$ cat config.mk
export PLATFORM = sky130hd
export DESIGN_NAME = stepper_spi_slave
export DESIGN_NICKNAME = d
export VERILOG_FILES = /design/src/rtl/stepper_spi_pkg.sv /design/src/rtl/pin_sync3.sv /design/src/rtl/stepper_spi_slave.sv
export SDC_FILE = /design/constraint.sdc
export NUM_CORES = 1
export LEC_CHECK = 0
export ABC_AREA = 1
export BUFFER_PORTS_ARGS = -buffer_cell sky130_fd_sc_hd__clkbuf_2
export CORE_MARGIN = 1
export CORE_UTILIZATION = 57
export CTS_CLUSTER_SIZE = 10
export DETAILED_ROUTE_END_ITERATION = 10
export PLACE_DENSITY = 0.79
export SETUP_SLACK_MARGIN = 0.1
export SLEW_MARGIN = 20
export SYNTH_ARGS = -nofsm -noshare
export SYNTH_HDL_FRONTEND = slang
export SYNTH_SLANG_ARGS = --single-unit
$ cat constraint.sdc
create_clock -name clk_sys -period 3.01 [get_ports clk_sys]
set_clock_uncertainty 0.1 [all_clocks]
set_input_delay 0 -clock clk_sys [delete_from_list [all_inputs] [get_ports clk_sys]]
set_output_delay 0 -clock clk_sys [all_outputs]
set_load 0.1 [all_outputs]
$ cat src/rtl/stepper_spi_pkg.sv
// Purpose: Shared constants and word layouts for the stepper driver serial interface
// Assumes: One system clock; all serial pins sampled by it
// Notes: Command and status words are 12 bits, shifted MSB first
package stepper_spi_pkg;

  localparam int WORD_BITS = 12;
  localparam int CUR_BITS = 4;
  localparam int LOAD_BITS = 3;

  // Least number of serial clocks for a transfer to count as a command
  localparam logic [3:0] MIN_CLOCKS = 4'hC;

  // Overcurrent: hits needed inside a window of PWM cycles
  localparam logic [1:0] OC_HITS = 2'h3;
  localparam logic [5:0] OC_WINDOW_LAST = 6'h3E;

  // Open load: oscillator cycles without switch-off that may pass
  localparam logic [3:0] OPEN_LOAD_LIMIT = 4'hE;

  localparam logic [CUR_BITS-1:0] CUR_OFF = 4'h0;
  localparam logic [WORD_BITS-1:0] COMMAND_RESET = 12'h000;
  localparam logic STATUS_ALWAYS_ONE = 1'b1;

  // Indexes of the three overcurrent flags
  localparam int OC_A = 0;
  localparam int OC_B = 1;
  localparam int OC_HS = 2;

  // Pin synchroniser bit order
  localparam int PIN_SCK = 0;
  localparam int PIN_SDI = 1;
  localparam int PIN_CS = 2;
  localparam int PIN_EN = 3;
  localparam int PIN_MODE = 4;
  localparam int PIN_COUNT = 5;
  // Idle levels: chip select and enable high, mode select low
  localparam logic [PIN_COUNT-1:0] PIN_IDLE = 5'h0C;

  // Command word, bit 11 down to bit 0
  typedef struct packed {
    logic mixedDecayA;
    logic [CUR_BITS-1:0] coilACurrent;
    logic polarityA;
    logic mixedDecayB;
    logic [CUR_BITS-1:0] coilBCurrent;
    logic polarityB;
  } coil_cmd_s;

  // Status word, bit 11 down to bit 0
  typedef struct packed {
    logic [LOAD_BITS-1:0] loadIndicator;
    logic alwaysOne;
    logic overtempShutdownFlag;
    logic tempPrewarningFlag;
    logic supplyLowFlag;
    logic highSideOvercurrentFlag;
    logic openLoadBFlag;
    logic openLoadAFlag;
    logic lowSideOvercurrentBFlag;
    logic lowSideOvercurrentAFlag;
  } driver_status_s;

endpackage

$ cat src/rtl/pin_sync3.sv
// Purpose: Three-stage synchroniser with agreement filter for asynchronous pins
// Assumes: Pins may change at any time relative to clk_sys
// Notes: Output follows once the second and third stages agree
`timescale 1ns/1ps
module pin_sync3 #(
  parameter int WIDTH = 1,
  parameter logic [WIDTH-1:0] IDLE = '0
) (
  // Clock and reset
  input wire logic clk_sys,
  input wire logic rst,
  // Pins in, filtered levels out
  input wire logic [WIDTH-1:0] pinIn,
  output logic [WIDTH-1:0] pinLevel
);

  logic [WIDTH-1:0] stage1;
  logic [WIDTH-1:0] stage2;
  logic [WIDTH-1:0] stage3;

  always_ff @(posedge clk_sys or posedge rst) begin
    if (rst) begin
      stage1 <= IDLE;
      stage2 <= IDLE;
      stage3 <= IDLE;
    end else begin
      stage1 <= pinIn;
      stage2 <= stage1;
      stage3 <= stage2;
    end
  end

  always_ff @(posedge clk_sys or posedge rst) begin
    if (rst) begin
      pinLevel <= IDLE;
    end else begin
      for (int i = 0; i < WIDTH; i++) begin
        if (stage2[i] == stage3[i]) begin
          pinLevel[i] <= stage3[i];
        end
      end
    end
  end

endmodule

$ cat src/rtl/stepper_spi_slave.sv
// Purpose: Serial command and status interface of a two-phase stepper driver
// Assumes: Serial pins are asynchronous; chopper events are clk_sys pulses
// Notes: Sample and shift on serial clock edges found by oversampling
`timescale 1ns/1ps

// Notes on behaviour
// Transfer only while chip select low
// Sample input on rise, change output on fall
// Both words shifted MSB first
// Master gives at least twelve clocks
// Extra bits reappear twelve clocks later
// Chip select rise loads last twelve bits
// Chip select stays low whole transfer
// Bridge A fields at bits 11 to 6
// Bridge B fields at bits 5 to 0
// Polarity zero drives output 1 to 2
// Load indicator bits 11-9, bit 8 one
// Bits 7,6,5: overtemp, prewarning, undervoltage
// Three overcurrents in 63 PWM cycles flag
// Open load after fourteen cycles without switch-off
// Open load also shown during faults
// Zero current: chopper off, open load zero
// Linear DAC code, zero slow decay only
// Reset or enable high clears everything
// Both currents zero: clear overcurrent, standby
// Controller holds enable low for serial use
// Output tristated unless selected and enabled
// Transfers under twelve bits are ignored
// Interface works only in serial mode
// Enable high holds interface in reset
// Status loaded into shifter on select fall
module stepper_spi_slave
  import stepper_spi_pkg::*;
(
  // Clock and reset
  input wire logic clk_sys,
  input wire logic rst,
  // Serial pins
  input wire logic sck,
  input wire logic sdi,
  input wire logic chipSelectLow,
  output logic sdo,
  output logic sdoOe,
  // Mode pins
  input wire logic deviceEnableLow,
  input wire logic serialModeSelect,
  // Analog and protection status
  input wire logic [LOAD_BITS-1:0] loadIndicator,
  input wire logic overtempShutdown,
  input wire logic tempPrewarning,
  input wire logic supplyLow,
  // Chopper events, one-cycle pulses
  input wire logic pwmCycleTick,
  input wire logic [2:0] overcurrentHit,
  input wire logic oscTick,
  input wire logic pwmOffA,
  input wire logic pwmOffB,
  // Bridge control
  output coil_cmd_s coilCommand,
  output logic chopperOnA,
  output logic chopperOnB,
  output logic directionRevA,
  output logic directionRevB,
  output logic lowCurrentStandby,
  output logic lowPowerStandby,
  // Status word as seen on the next transfer
  output driver_status_s statusWord
);

  logic [PIN_COUNT-1:0] pinLevel;
  logic ifaceHold;
  logic csActive;
  logic csActivePrev;
  logic sckPrev;
  logic sckRise;
  logic sckFall;
  logic csFall;
  logic csRise;
  logic [WORD_BITS-1:0] shiftReg;
  logic [3:0] bitCount;
  logic sdoBit;
  logic loadZeroBoth;
  logic [5:0] ocWindow;
  logic [1:0] ocHits [3];
  logic [2:0] ocFlag;
  logic [3:0] olCount [2];
  logic [1:0] olFlag;
  logic faultPresent;
  coil_cmd_s next_command;

  function automatic logic [3:0] sat_inc(input logic [3:0] value);
    sat_inc = (value == 4'hF) ? value : value + 4'h1;
  endfunction

  pin_sync3 #(
    .WIDTH(PIN_COUNT),
    .IDLE(PIN_IDLE)
  ) pinSync (
    .clk_sys(clk_sys),
    .rst(rst),
    .pinIn({serialModeSelect, deviceEnableLow, chipSelectLow, sdi, sck}),
    .pinLevel(pinLevel)
  );

  // Interface held when not in serial mode or not enabled
  assign ifaceHold = !pinLevel[PIN_MODE] || pinLevel[PIN_EN];
  assign csActive = !pinLevel[PIN_CS] && !ifaceHold;
  assign csFall = csActive && !csActivePrev;
  assign csRise = !csActive && csActivePrev && !ifaceHold;
  assign sckRise = csActive && pinLevel[PIN_SCK] && !sckPrev;
  assign sckFall = csActive && !pinLevel[PIN_SCK] && sckPrev;
  assign next_command = coil_cmd_s'(shiftReg);

  // Edge history of the filtered pins
  always_ff @(posedge clk_sys or posedge rst) begin
    if (rst) begin
      csActivePrev <= 1'b0;
      sckPrev <= 1'b0;
    end else begin
      csActivePrev <= csActive;
      sckPrev <= pinLevel[PIN_SCK];
    end
  end

  // Shifter: status in at select fall, data in on rise, out on fall
  always_ff @(posedge clk_sys or posedge rst) begin
    if (rst) begin
      shiftReg <= '0;
      bitCount <= '0;
      sdoBit <= 1'b0;
    end else if (ifaceHold) begin
      shiftReg <= '0;
      bitCount <= '0;
      sdoBit <= 1'b0;
    end else if (csFall) begin
      shiftReg <= statusWord;
      bitCount <= '0;
      sdoBit <= statusWord.loadIndicator[LOAD_BITS-1];
    end else if (sckRise) begin
      shiftReg <= {shiftReg[WORD_BITS-2:0], pinLevel[PIN_SDI]};
      bitCount <= sat_inc(bitCount);
    end else if (sckFall) begin
      sdoBit <= shiftReg[WORD_BITS-1];
    end
  end

  assign sdo = sdoBit;
  assign sdoOe = csActive;

  // Command register and derived bridge controls
  always_ff @(posedge clk_sys or posedge rst) begin
    if (rst) begin
      coilCommand <= coil_cmd_s'(COMMAND_RESET);
      chopperOnA <= 1'b0;
      chopperOnB <= 1'b0;
      directionRevA <= 1'b0;
      directionRevB <= 1'b0;
      lowCurrentStandby <= 1'b1;
      loadZeroBoth <= 1'b0;
    end else if (ifaceHold) begin
      coilCommand <= coil_cmd_s'(COMMAND_RESET);
      chopperOnA <= 1'b0;
      chopperOnB <= 1'b0;
      directionRevA <= 1'b0;
      directionRevB <= 1'b0;
      lowCurrentStandby <= 1'b1;
      loadZeroBoth <= 1'b0;
    end else if (csRise && bitCount >= MIN_CLOCKS) begin
      coilCommand <= next_command;
      // Zero code leaves the bridge in slow decay, chopper idle
      chopperOnA <= next_command.coilACurrent != CUR_OFF;
      chopperOnB <= next_command.coilBCurrent != CUR_OFF;
      directionRevA <= next_command.polarityA;
      directionRevB <= next_command.polarityB;
      lowCurrentStandby <= next_command.coilACurrent == CUR_OFF
        && next_command.coilBCurrent == CUR_OFF;
      loadZeroBoth <= next_command.coilACurrent == CUR_OFF
        && next_command.coilBCurrent == CUR_OFF;
    end else begin
      loadZeroBoth <= 1'b0;
    end
  end

  // Low power standby follows the enable pin
  always_ff @(posedge clk_sys or posedge rst) begin
    if (rst) begin
      lowPowerStandby <= 1'b1;
    end else begin
      lowPowerStandby <= pinLevel[PIN_EN];
    end
  end

  // Fixed window of PWM cycles for overcurrent counting
  always_ff @(posedge clk_sys or posedge rst) begin
    if (rst) begin
      ocWindow <= '0;
    end else if (ifaceHold) begin
      ocWindow <= '0;
    end else if (pwmCycleTick) begin
      ocWindow <= (ocWindow == OC_WINDOW_LAST) ? 6'h00 : ocWindow + 6'h01;
    end
  end

  // Overcurrent hit counters and sticky flags; a new hit beats a clear
  always_ff @(posedge clk_sys or posedge rst) begin
    if (rst) begin
      for (int i = 0; i < 3; i++) begin
        ocHits[i] <= '0;
      end
      ocFlag <= '0;
    end else if (ifaceHold) begin
      for (int i = 0; i < 3; i++) begin
        ocHits[i] <= '0;
      end
      ocFlag <= '0;
    end else begin
      for (int i = 0; i < 3; i++) begin
        if (pwmCycleTick) begin
          if (ocWindow == OC_WINDOW_LAST) begin
            ocHits[i] <= '0;
          end else if (overcurrentHit[i] && ocHits[i] != OC_HITS) begin
            ocHits[i] <= ocHits[i] + 2'h1;
          end
        end
        if (pwmCycleTick && overcurrentHit[i] && ocHits[i] == OC_HITS - 2'h1) begin
          ocFlag[i] <= 1'b1;
        end else if (loadZeroBoth) begin
          ocFlag[i] <= 1'b0;
        end
      end
    end
  end

  // Oscillator cycles since the last PWM switch-off, per bridge
  always_ff @(posedge clk_sys or posedge rst) begin
    if (rst) begin
      olCount[0] <= '0;
      olCount[1] <= '0;
    end else begin
      if (ifaceHold || !chopperOnA || pwmOffA) begin
        olCount[0] <= '0;
      end else if (oscTick) begin
        olCount[0] <= sat_inc(olCount[0]);
      end
      if (ifaceHold || !chopperOnB || pwmOffB) begin
        olCount[1] <= '0;
      end else if (oscTick) begin
        olCount[1] <= sat_inc(olCount[1]);
      end
    end
  end

  assign faultPresent = |ocFlag || supplyLow || overtempShutdown;
  assign olFlag[0] = chopperOnA && (olCount[0] > OPEN_LOAD_LIMIT || faultPresent);
  assign olFlag[1] = chopperOnB && (olCount[1] > OPEN_LOAD_LIMIT || faultPresent);

  // Status word from live flags
  always_comb begin
    statusWord.loadIndicator = loadIndicator;
    statusWord.alwaysOne = STATUS_ALWAYS_ONE;
    statusWord.overtempShutdownFlag = overtempShutdown;
    statusWord.tempPrewarningFlag = tempPrewarning;
    statusWord.supplyLowFlag = supplyLow;
    statusWord.highSideOvercurrentFlag = ocFlag[OC_HS];
    statusWord.openLoadBFlag = olFlag[1];
    statusWord.openLoadAFlag = olFlag[0];
    statusWord.lowSideOvercurrentBFlag = ocFlag[OC_B];
    statusWord.lowSideOvercurrentAFlag = ocFlag[OC_A];
  end

endmodule

-- Word level (Yosys, flattened, before mapping)
Cells that the tools add are included.
- flip-flop bits (word level): 81
- input bits: 20
- $add $sub $neg: 7
- magnitude comparators: 3
- equal/unequal tests: 19
- mux-type cells: 49
- reductions and logical operators: 63
- operators by type and width (operator ; count):
    2-to-1 mux 12 bit ; 5
    2-to-1 mux 4 bit ; 10
    2-to-1 mux 6 bit ; 4
    nonzero test 3 bit ; 8
    logical AND 1 bit ; 21
    2-to-1 mux 1 bit ; 20
    2-to-1 mux 2 bit ; 9
    AND reduction 2 bit ; 7
    adder 4 x 1 -> 4 bit (second input constant) ; 3
    equality test 4 bit (second input constant) ; 3
    inequality test 2 bit (second input constant) ; 5
    zero test 1 bit ; 9
    logical OR 1 bit ; 9
    > comparator 4 bit (second input constant) ; 2
    zero test 4 bit ; 2
    nonzero test 2 bit ; 4
    nonzero test 4 bit ; 2
    adder 2 x 1 -> 2 bit (second input constant) ; 3
    adder 6 x 1 -> 6 bit (second input constant) ; 1
    equality test 2 bit (second input constant) ; 3
    equality test 6 bit (second input constant) ; 1
    equality test 1 bit ; 5
    >= comparator 4 bit (second input constant) ; 1
    2-to-1 mux 3 bit ; 1
    3 further kinds ; 3

-- Logic depth before layout (Yosys ltp)
- depth in word-level cells: 10
- depth in mapped cells: 9

-- Hierarchy
Synthesis repeated with hierarchy kept, for this count alone.
- cell total of the unflattened synthesis: 430
- area, all modules: 3769.9 µm²
- by module, submodules not included (module ; times used ; cells an instance ; area each (µm²) ; seq. area each (µm²)):
    stepper_spi_slave ; 1 ; 389 ; 3174.3 ; 1478.9
    pin_sync3 ; 1 ; 41 ; 595.6 ; 510.5

-- Worst setup path before layout
Ideal clock, no wire load.
- path type: register to output
- start: register ocFlag[0]
- end: output port statusWord[3] (netlist bit)
- arrival time: 1.935 ns
- setup slack: 0.975 ns
- cell stages (with the launch flop): 7
- buffers on the path: 0
- cells stage by stage: dfrtp_1 -> inv_1 -> nand3_1 -> nor2_1 -> nand2_1 -> nand2_1 -> inv_1
- RTL lines (item ; line ; source):
    start: declaration ; stepper_spi_slave.sv:85 ; logic [2:0] ocFlag;
    start signal: assignment ; stepper_spi_slave.sv:210 ; ocFlag <= '0;
    start signal: assignment ; stepper_spi_slave.sv:215 ; ocFlag <= '0;
    start signal: indexed assignment ; stepper_spi_slave.sv:226 ; ocFlag[i] <= 1'b1;
    end: declaration ; stepper_spi_slave.sv:67 ; output driver_status_s statusWord

-- Worst setup path after layout
- start: register pinSync.pinLevel[4]
- end: register chopperOnB
- cells in the longest elaborated chain, start to end: 9
- ends and longest elaborated chain (item ; line ; source):
    start: declaration ; pin_sync3.sv:14 ; output logic [WIDTH-1:0] pinLevel
    start signal: indexed assignment ; pin_sync3.sv:39 ; pinLevel[i] <= stage3[i];
    zero test 1 bit (*) ; stepper_spi_slave.sv:106 ; assign ifaceHold = !pinLevel[PIN_MODE] || pinLevel[PIN_EN];
    logical OR 1 bit (*) ; stepper_spi_slave.sv:106 ;
    zero test 1 bit ; stepper_spi_slave.sv:107, stepper_spi_slave.sv:109 ;
    logical AND 1 bit ; stepper_spi_slave.sv:107 ; assign csActive = !pinLevel[PIN_CS] && !ifaceHold;
    zero test 1 bit ; stepper_spi_slave.sv:109 ; assign csRise = !csActive && csActivePrev && !ifaceHold;
    logical AND 1 bit (2 in a row) ; stepper_spi_slave.sv:109 ;
    logical AND 1 bit ; stepper_spi_slave.sv:168 ; end else if (csRise && bitCount >= MIN_CLOCKS) begin
    nonzero test 2 bit (no source line) ; -- ;
    end signal: assignment ; stepper_spi_slave.sv:155 ; chopperOnB <= 1'b0;
    end signal: assignment ; stepper_spi_slave.sv:163 ; chopperOnB <= 1'b0;
    end signal: assignment ; stepper_spi_slave.sv:172 ; chopperOnB <= next_command.coilBCurrent != CUR_OFF;
    end: declaration ; stepper_spi_slave.sv:61 ; output logic chopperOnB,
Mark *: on every way between the ends. The rest lies on a longest branch, timed or not.
A chain may end at the register's enable or synchronous reset.

==> out/qor.yml <==
rr_endpoint: "chopperOnB"
yosysSeqAreaShare: 0.538
ys_seq_elements: 79
outcome: "complete, no violations"
drtIter0Drc: 160
pin_count: 52
maxClockFrequency_mhz: 480
period_share: 0.692
cts-htree-levels: 3
arrival_ns: 2.27
port_buffers: 50
vdd.ir_drop.worst_uv: 489
ant_nets: 0
wire_per_inst_um: 13.1
syn-cell-area_mm2: 0.00370
dp_hpwl_mm: 5.03
globalplace.congestion: 0.769
vias: 2937
cts_tree: "done"
worstMarginPinSlew_ns: 0.545
fin_crit_ns: 2.08
final_common_cell: "nand2_1"
wl_mm: 7.31
antenna_found_initial: 0
setup_tns_ns: 0
post-route-drc-count: 0
r2r_setup_slack_ns: 0.93
first_pass_iters: 5
detail_route.vias_per_cell: 5.25
grt-ovfl-total: 0
cts_resized: 0
first_global_vias: 2846
required_ns: 3.20
drive_above_1_share: 0.200
die-width_um: 82.5
r2r-start: "pinSync.pinLevel[4]"
cts_root_buffer: "clkbuf_8"
end_kind: "flop"
grt_max_degree: 80
cts_buffers: 9
final_cell_mix: "96 x nand2_1, 69 x dfrtp_1, 50 x clkbuf_2"
maxSlewHeadroom: 0.636
setup.worst_path.class: "reg -> reg"
hold_class: "in -> async"
power_density_mw_per_mm2: 506
area_growth_pct: 18.1
setup_viol: 0
fillers: 474
core_area_mm2: 0.00610
cp_max_fo: 28
clk_pin_slew_worst_paths_ns: 0.08
diodes: 0
rsz0062_at_grt: "false"
die_height_um: 82.5
layout.nets: 512
r2r_cells: 6
syn-num-nets: 444
p_leak_nw: 2.08
cap_violations: 0
yosysWarnings: 0
clockBufferDepth: 2
start_util: 0.606
cp-start-kind: "flop"
synth_area_per_cell_um2: 8.99
gr-usage-all-layers: 0.240
clock-sinks: 79
insertion_delay_ns: 0.36
syn_inst: 411
post-route-util: 0.716
synth_cell_types: 33
dieArea_mm2: 0.00681
std_cell_rows: 28
final_hold_viol_count: 0
drv_slew: 0
grt_pass1_wl_mm: 12.2
power breakdown:
part / leakage [nW] / switching (W) / internal [W]
clock: 0.101 / 0.000415 / 0.000392
combinational: 0.945 / 0.000203 / 0.0000688
sequential: 1.04 / 0.0000286 / 0.00110
total: 2.08 / 0.000646 / 0.00156
worst max-delay path: stages, from the launching register on:
cell and delay (ns):
dfrtp_1 0.39, inv_1 0.08, nor2_4 0.42, nand3_2 0.51, nand2_1 0.30, nand3_1 0.10
o21ai_1 0.10
routing by layer:
layer | track usage | up-vias | routed length, um
met5 | 0 | - | 0
met4 | 0.116 | 0 | 158
met3 | 0.0429 | 18 | 300
met2 | 0.426 | 84 | 3610
met1 | 0.282 | 1388 | 3250
li1 | - | 1447 | -
registers in the layout, summed over array words and instances, names as in the netlist, 3 cells and up:
register and cells:
pinSync.stage2 5, pinSync.pinLevel 5, ocFlag 3, olCount 8, ocHits 6, next_command 12, coilCommand 12, ocWindow 6
pinSync.stage1 5, bitCount 4, pinSync.stage3 5
how the worst max path moves through the flow:
stage	cells past startpoint	start	to	slack (ns)
after floorplan	1	rst	bitCount[0]	0.90
after global placement	5	pinSync.pinLevel[4]	lowCurrentStandby	1.06
after detailed placement	6	pinSync.pinLevel[4]	chopperOnB	0.94
after CTS	6	pinSync.pinLevel[4]	chopperOnB	0.92
after global routing	6	pinSync.pinLevel[4]	chopperOnB	0.62
final	6	pinSync.pinLevel[4]	chopperOnB	0.93
cells by family (layout without fill, tap and decap cells):
logic type / after synthesis / in the layout / synth area share
adders and majority gates: 18 / 18 / 0.0576
other: 1 / 1 / 0.00101
buffers and inverters: 73 / 146 / 0.0914
AOI/OAI and AO/OA: 63 / 63 / 0.0921
and+or+nand+nor: 174 / 174 / 0.213
xor gates and xnor gates: 3 / 3 / 0.00711
DFF: 79 / 79 / 0.538
per-stage QoR:
| step | hold WS, ns | cells | total power, W | worst slack (ns) | instance area (um2) |
|---|---|---|---|---|---|
| 2_1_floorplan | -0.0955 | 411 | 0.00135 | 0.903 | 3700 |
| 3_3_place_gp | -0.0128 | 520 | 0.00139 | 1.06 | 3930 |
| 3_5_place_dp | -0.0111 | 520 | 0.00140 | 0.937 | 3930 |
| 4_1_cts | 0.158 | 559 | 0.00222 | 0.919 | 4360 |
| 5_1_grt | 0.165 | 559 | 0.00230 | 0.622 | 4360 |
| 6_report | 0.142 | 559 | 0.00221 | 0.927 | 4360 |
area by class of cell:
class	instances	area (um2)	share of cell area
sequential	79	1990	0.456
multi-input combinational	259	1370	0.314
timing repair buffer	74	500	0.115
inverter	56	210	0.0482
clock buffer	9	124	0.0284
tap	75	93.8	0.0215
clock inverter	7	77.6	0.0178
Yosys cell counts:
cell	number	area share
dfstp_2	10	0.071
buf_6	2	0.0061
ha_1	13	0.044
maj3_1	5	0.014
o21bai_1	2	0.0041
inv_1	50	0.051
nor3_1	1	0.0014
o21ai_0	10	0.014
o211ai_1	2	0.0041
nor2_1	22	0.022
xnor2_1	2	0.0047
dfrtp_1	69	0.47
buf_4	12	0.024
nor3_2	3	0.0081
nand3_1	36	0.049
buf_2	3	0.0041
a21oi_2	1	0.0024
nor3_4	1	0.0044
nand2_2	3	0.0051
nand3_2	1	0.0027
nand4_1	4	0.0068
nor2_4	2	0.0061
inv_2	6	0.0061
conb_1	1	0.0010
nand2_1	96	0.097
or2_0	1	0.0017
o21ai_1	32	0.043
xor2_1	1	0.0024
a21oi_1	14	0.019
a211oi_2	1	0.0034
and3_1	1	0.0017
nand3b_1	3	0.0061
o21ai_2	1	0.0024
timing repair:
action / 4_1_cts / 5_1_grt
hold buffers: 23 / 0
setup buffers: 0 / 0
endpoints found under the hold margin: 111 / 0
(Power assumes the default switching activity.)
